### src/common/rcc_consts.vh
// Constants for the record-check block
`ifndef RCC_CONSTS_VH
`define RCC_CONSTS_VH
`define RCC_CHAR_W 7
`define RCC_DASH 7'h40
`define RCC_CR 7'h5b
`define RCC_LRC_RST 7'h00
`endif

### src/rcc_record_check.v
// Record-check logic: character parity and block longitudinal check
`include "rcc_consts.vh"
module rcc_record_check #(
  parameter W = `RCC_CHAR_W
) (
  // Clock and reset
  input wire mclk_i,
  input wire rstn_i,
  // Options and keys (pins, synchronised)
  input wire auto_end_en_i,
  input wire block_end_key_i,
  input wire restart_key_i,
  // Transmit side: characters from keyboard
  input wire tx_valid_i,
  input wire [W-1:0] tx_char_i,
  output reg tx_valid_o,
  output reg [W-1:0] tx_char_o,
  output reg tx_is_check_o,
  // Receive side: characters from line
  input wire rx_valid_i,
  input wire [W:0] rx_char_i,
  input wire rx_is_check_i,
  output reg prt_valid_o,
  output reg [W-1:0] prt_char_o,
  output reg vrc_err_o,
  output reg lrc_err_o,
  output reg restart_lamp_o,
  output reg kbd_lock_o
);
  // Key and option synchronisers
  reg [1:0] bend_s_q;
  reg [1:0] rst_s_q;
  reg [1:0] auto_s_q;
  reg bend_prev_q;
  reg rst_prev_q;
  // Sender state
  reg [W-1:0] tx_lrc_q;
  reg [W-1:0] tx_lrc_d;
  reg bend_pend_q;
  reg bend_pend_d;
  reg tx_valid_d;
  reg [W-1:0] tx_char_d;
  reg tx_is_check_d;
  // Receiver state
  reg [W-1:0] rx_lrc_q;
  reg [W-1:0] rx_lrc_d;
  reg prt_valid_d;
  reg [W-1:0] prt_char_d;
  reg vrc_err_d;
  reg lrc_err_d;
  reg restart_lamp_d;
  reg kbd_lock_d;
  // Decoded events
  wire bend_rise;
  wire rst_rise;
  wire tx_cr;
  wire rx_data;
  wire rx_check;

  // Odd parity over data and parity bit
  function odd_ok;
    input [W:0] c;
    begin
      odd_ok = ^c;
    end
  endfunction

  // One step of the longitudinal check
  function [W-1:0] lrc_next;
    input [W-1:0] acc;
    input [W-1:0] c;
    begin
      lrc_next = acc ^ c;
    end
  endfunction

  assign bend_rise = bend_s_q[1] & ~bend_prev_q;
  assign rst_rise = rst_s_q[1] & ~rst_prev_q;
  assign tx_cr = tx_valid_i & (tx_char_i == `RCC_CR) & auto_s_q[1];
  assign rx_data = rx_valid_i & ~rx_is_check_i;
  assign rx_check = rx_valid_i & rx_is_check_i;

  // Block end key synchroniser and edge detector
  always @(posedge mclk_i or negedge rstn_i) begin
    if (!rstn_i) begin
      bend_s_q <= 2'h0;
      bend_prev_q <= 1'b0;
    end else begin
      bend_s_q <= {bend_s_q[0], block_end_key_i};
      bend_prev_q <= bend_s_q[1];
    end
  end

  // Restart key synchroniser and edge detector
  always @(posedge mclk_i or negedge rstn_i) begin
    if (!rstn_i) begin
      rst_s_q <= 2'h0;
      rst_prev_q <= 1'b0;
    end else begin
      rst_s_q <= {rst_s_q[0], restart_key_i};
      rst_prev_q <= rst_s_q[1];
    end
  end

  // Automatic block end option synchroniser
  always @(posedge mclk_i or negedge rstn_i) begin
    if (!rstn_i) begin
      auto_s_q <= 2'h0;
    end else begin
      auto_s_q <= {auto_s_q[0], auto_end_en_i};
    end
  end

  // Sender: pass characters, then the check character at block end
  always @* begin
    tx_lrc_d = tx_lrc_q;
    bend_pend_d = bend_pend_q;
    tx_valid_d = 1'b0;
    tx_char_d = tx_char_o;
    tx_is_check_d = 1'b0;
    if (tx_valid_i) begin
      tx_valid_d = 1'b1;
      tx_char_d = tx_char_i;
      tx_lrc_d = lrc_next(tx_lrc_q, tx_char_i);
      // A block end during a character waits for the next idle cycle
      bend_pend_d = bend_pend_q | bend_rise | tx_cr;
    end else if (bend_pend_q | bend_rise) begin
      tx_valid_d = 1'b1;
      tx_char_d = tx_lrc_q;
      tx_is_check_d = 1'b1;
      tx_lrc_d = `RCC_LRC_RST;
      bend_pend_d = 1'b0;
    end
  end

  always @(posedge mclk_i or negedge rstn_i) begin
    if (!rstn_i) begin
      tx_lrc_q <= `RCC_LRC_RST;
      bend_pend_q <= 1'b0;
      tx_valid_o <= 1'b0;
      tx_char_o <= {W{1'b0}};
      tx_is_check_o <= 1'b0;
    end else begin
      tx_lrc_q <= tx_lrc_d;
      bend_pend_q <= bend_pend_d;
      tx_valid_o <= tx_valid_d;
      tx_char_o <= tx_char_d;
      tx_is_check_o <= tx_is_check_d;
    end
  end

  // Receiver: parity per character, block compare on check character
  always @* begin
    rx_lrc_d = rx_lrc_q;
    prt_valid_d = 1'b0;
    prt_char_d = prt_char_o;
    vrc_err_d = 1'b0;
    lrc_err_d = 1'b0;
    restart_lamp_d = restart_lamp_o;
    kbd_lock_d = kbd_lock_o;
    if (rst_rise) begin
      restart_lamp_d = 1'b0;
      kbd_lock_d = 1'b0;
    end
    if (rx_check) begin
      rx_lrc_d = `RCC_LRC_RST;
      if (rx_char_i[W-1:0] != rx_lrc_q) begin
        lrc_err_d = 1'b1;
        prt_valid_d = 1'b1;
        prt_char_d = `RCC_DASH;
        // Setting after the clear lets an error win over restart
        restart_lamp_d = 1'b1;
        kbd_lock_d = 1'b1;
      end
    end else if (rx_data) begin
      rx_lrc_d = lrc_next(rx_lrc_q, rx_char_i[W-1:0]);
      prt_valid_d = 1'b1;
      if (!odd_ok(rx_char_i)) begin
        vrc_err_d = 1'b1;
        prt_char_d = `RCC_DASH;
      end else begin
        prt_char_d = rx_char_i[W-1:0];
      end
    end
  end

  always @(posedge mclk_i or negedge rstn_i) begin
    if (!rstn_i) begin
      rx_lrc_q <= `RCC_LRC_RST;
      prt_valid_o <= 1'b0;
      prt_char_o <= {W{1'b0}};
      vrc_err_o <= 1'b0;
      lrc_err_o <= 1'b0;
      restart_lamp_o <= 1'b0;
      kbd_lock_o <= 1'b0;
    end else begin
      rx_lrc_q <= rx_lrc_d;
      prt_valid_o <= prt_valid_d;
      prt_char_o <= prt_char_d;
      vrc_err_o <= vrc_err_d;
      lrc_err_o <= lrc_err_d;
      restart_lamp_o <= restart_lamp_d;
      kbd_lock_o <= kbd_lock_d;
    end
  end
endmodule

### config.mk
export PLATFORM = sky130hd
export DESIGN_NAME = rcc_record_check
export DESIGN_NICKNAME = d
export VERILOG_FILES = /design/src/rcc_record_check.v
export VERILOG_INCLUDE_DIRS = /design/src /design/src/common
export SDC_FILE = /design/constraint.sdc
export NUM_CORES = 1
export LEC_CHECK = 0
export ABC_AREA = 1
export BUFFER_PORTS_ARGS = -buffer_cell sky130_fd_sc_hd__buf_2
export CAP_MARGIN = 5
export CORE_MARGIN = 5
export CORE_UTILIZATION = 35
export CTS_CLUSTER_SIZE = 10
export DETAILED_ROUTE_END_ITERATION = 6
export MAX_ROUTING_LAYER = met4
export PLACE_DENSITY = 0.62
export SKIP_LAST_GASP = 1
export SYNTH_ARGS = -nofsm -noshare
export SYNTH_HDL_FRONTEND = slang
export SYNTH_SLANG_ARGS = --single-unit
### constraint.sdc
create_clock -name mclk_i -period 1.45 [get_ports mclk_i]
set_clock_uncertainty 0.1 [all_clocks]
set_input_delay 0.3625 -clock mclk_i [delete_from_list [all_inputs] [get_ports mclk_i]]
set_output_delay 0.3625 -clock mclk_i [all_outputs]
set_load 0.01 [all_outputs]
# After elaboration in Yosys (flattened, before gate mapping)
# Cells that the tools add are included.
dict set report word_totals {
  wordCells 65
  register_bits 44
  ramBits 0
  n_memories 0
  rom_bits 0
  latchBits 0
  output_inout_bits 21
}
dict set report op_classes {
  addsub 0
  n_mul 0
  eq_ne 3
  reduce_logical 4
  n_shift 0
  n_bitwise 13
  magnitude_cmp 0
  div 0
  n_mux 28
}
# op n
set op_table {}
lappend op_table {{7-bit 2-to-1 mux} 10}
lappend op_table {{1-bit 2-to-1 mux} 18}
lappend op_table {{7-bit XOR} 2}
lappend op_table {{8-bit parity} 1}
lappend op_table {{7-bit equality test, second input constant} 1}
lappend op_table {{7-bit inequality test} 1}
lappend op_table {{1-bit bitwise AND} 6}
lappend op_table {{2-bit nonzero test} 2}
lappend op_table {{1-bit inverter} 3}
lappend op_table {{2-bit by 1-bit inequality test with 1-bit output, second input constant} 1}
lappend op_table {{1-bit OR} 2}
lappend op_table {{2-bit AND reduction} 1}

# Longest topological paths before layout
dict set report logic_depth {
  ltp_word 5
  depth_mapped 10
  depth_no_buf 10
}

# Least setup slack after synthesis
# No wires, ideal clock.
dict set report synth_timing {
  path_type {input -> register}
  startpoint {input rx_valid_i}
  endpoint {register prt_char_o[3]}
  setup_time_ns 0.118
  slack_ns 0.182
  t_arrival_ns 1.050
  path_stages 7
  cell_sequence {buf_4 inv_1 nor2_4 inv_2 buf_4 nand3_1 nand2_1}
}
dict set report synth_between {
  elab_chain_len 3
}
# element line
set synth_rtl {}
lappend synth_rtl {{start, declared} rcc_record_check.v:20} ;# input wire rx_valid_i,
lappend synth_rtl {{1-bit bitwise AND, on equally long branches} {rcc_record_check.v:81, rcc_record_check.v:80}}
lappend synth_rtl {{2-bit by 1-bit inequality test with 1-bit output (no source line) / 2-bit nonzero test (equally long branches)} -}
lappend synth_rtl {{2-bit AND reduction (no source line)} -}
lappend synth_rtl {{end signal, assigned} rcc_record_check.v:191} ;# prt_char_o <= {W{1'b0}};
lappend synth_rtl {{end signal, assigned} rcc_record_check.v:199} ;# prt_char_o <= prt_char_d;
lappend synth_rtl {{end, declared} rcc_record_check.v:24} ;# output reg [W-1:0] prt_char_o,
# Several ways; a longest one is shown, not always the timed one.
# A chain may end at the register's enable or synchronous reset.

# Worst setup path in the final report
dict set report layout_timing {
  startpoint {register prt_char_o[3]}
  endpoint {output prt_char_o[3]}
}
# No word-level cell between the ends.

==> results.txt <==
M2 GR Usage: 19.09%
Most common cell after layout, fill and taps aside: nand2_1
Layer with the highest usage: met2
Die Ht: 83.84 um
Worst slew margin: 78.45%
Final hold violations: 0
Layout cells sized above 1: 23.53%
Crit-path cells: buf_2
Initial antenna violation count: 0
GRT Util Overall: 12.44%
Clock Sinks: 44
Starting density of the core: 36.66%
Synth Register Bits: 44
Critical Path Slowest Stage Cell: dfrtp_1
Clock buffer count from CTS: 5
Netlist Area Pre-Place: 0.001908 mm2
Final Non-Filler Cells: 342
Finish-stage setup viols: 0
Antenna Violating Nets Remaining: 0
Worst-Margin Slew: 0.3232 ns
Placed Cells: 333
Drt pass-1 iters: 4
Clock buffer depth: 2
Area share of xor/xnor cells in the synthesized design: 4.131%
Max IR drop VDD: 0.4798 mV
RePlAce Congestion: 0.8013
DR iter-0 viols: 46
PortBufs: 43
WS Path Type: flip-flop to output port
ANT cells: 0
Most frequent cells in the layout: nand2_1, dfrtp_1, buf_2, inv_1, nand3_1
Crit path buf inv count: 1
Hold Path Class: input pin to flip-flop
Area Overhead vs Synth: 23.02%
Root Buffer: clkbuf_8
RSZ-0062 raised after global routing: no
Post-synthesis compound-gate area fraction: 3.738%
Synth Instances: 220
Max Slew Vio Count: 0
Synth Warn #: 0
DR WL/cell: 11.64 um
Vias per std cell: 4.538
H-tree levels: 2
Max-cap violations: 0
Row cnt: 26
Simple-gate portion of the synthesized area: 27.28%
Leak: 0.001300 uW
Arrival @ worst endpoint: 0.85 ns
CTS tree: done
Top Family by Delay on Critical Path: flip-flops
Yosys cell types: 19
Final wirelength: 3982 um
Synth Area per Inst: 8.673 um2
CP Capture Type: output port
Tcrit/Tclk final: 90.30%
Gr ovfl total: 0
Area share of fa/ha/maj cells after synthesis: 0%
Sequential share of the synthesized area: 57.70%
First-pass GRT wire length: 6886 um
Main combinational cell family by area after synthesis: simple AND/OR/NAND/NOR gates
Multiplexer share of the synthesized area: 0%
Die ar.: 0.007028 mm2
Vias: 1,552
Syn_nets: 243
WHS: 0.06198 ns
Worst path max stage delay: 0.40 ns
Pwr Total: 2945 uW
Core area: 0.005205 mm2
DRC Markers: 0
PwrDens: 1255 mW/mm2
Met3 Use GR: 3.356%
CP startpoint kind: flip-flop
Clock transition at path regs: 0.09 ns
Chip width: 83.84 um
Setup Buffers After CTS: 0
Vias in the first global route: 1,554
GR Util met1: 15.02%
Status: finished, final reports clean
Largest net degree at the start of global routing: 33
Required @ worst endpoint: 0.99 ns
# nets final: 294
CP max FO: 2
Ports: 44
Fmax: 763.7 MHz
Fin crit period: 1.309 ns
Clk_lat worst skew: 0.30 ns
DP HPWL: 2996 um
repair_timing:
action,CTS,global route
endpoints found under the hold margin,12,0
hold buffers,1,0
endpoints found under the setup margin,0,1
resized for setup,0,0
routing by layer:
layer / part of all wire (%) / up-vias
li1: - / 783
met1: 46 / 715
met2: 45 / 44
met3: 5.6 / 10
met4: 2.7 / 0
met5: 0 / -
synthesized netlist by cell type (all sizes together):
cell type,number,area (um2)
xnor2,1,8.760
dfrtp,44,1101
a21oi,3,15.01
buf,5,38.78
a22o,1,8.760
nor2,15,63.81
or2,1,6.260
o21ai,2,10.01
nand4,7,43.79
o22ai,6,37.54
nand3,16,80.08
nand2,85,326.6
inv,26,97.59
xor2,8,70.07
metrics by stage:
step	setup WS [ns]	setup TNS (ns)	cell area, um2	utilization [%]
after CTS	0.1304	0	2347	45.10
after global routing	0.009853	0	2347	45.10
after detailed placement	-0.04060	-0.05244	2222	42.69
after global placement	-0.02639	-0.02639	2222	42.69
final	0.1407	0	2347	45.10
after floorplan	0.1817	0	1908	-
state kept, by name, indices dropped and copies added (netlist names):
name	cells
rx_lrc_q	7
restart_lamp_o	1
bend_prev_q	1
rst_prev_q	1
auto_s_q	2
bend_pend_q	1
lrc_err_o	1
tx_valid_o	1
bend_s_q	2
prt_valid_o	1
tx_is_check_o	1
prt_char_o	7
tx_char_o	7
kbd_lock_o	1
tx_lrc_q	7
rst_s_q	2
vrc_err_o	1
where the power goes:
group / total [uW] / internal (uW) / switching, uW / leakage, uW
Clock: 957 / 519 / 438 / 0.0000548
Sequential: 1470 / 1390 / 86.7 / 0.000546
Combinational: 513 / 211 / 302 / 0.000699
cell type report:
cell class	count	area, um2
tap	70	87.58
inverter	26	97.59
fill	529	2858
sequential	44	1101
clock inverter	3	46.29
clock buffer	5	68.82
multi-input combinational	145	670.6
timing repair buffer	49	275.3
cells by family (layout without fill, tap and decap cells):
kind of cell | Yosys count | in the layout
AND/OR/NAND/NOR | 124 | 124
XOR/XNOR | 9 | 9
flip-flops | 44 | 44
AO/OA/AOI/OAI | 12 | 12
buffers and inverters | 31 | 83
worst paths after layout:
path,slack [ns],from,endpoint,cells past startpoint
min in group asynchronous,0.38,rstn_i,tx_char_o[0],2
hold reg to reg,0.25,rst_s_q[0],rst_s_q[1],0
hold / removal,0.06,block_end_key_i,bend_s_q[0],1
setup reg to reg,0.16,rx_lrc_q[5],prt_char_o[1],10
setup / recovery,0.14,prt_char_o[3],prt_char_o[3],1
max in group asynchronous,0.39,rstn_i,prt_valid_o,3
Note: power is estimated with default switching activity, not from simulation.
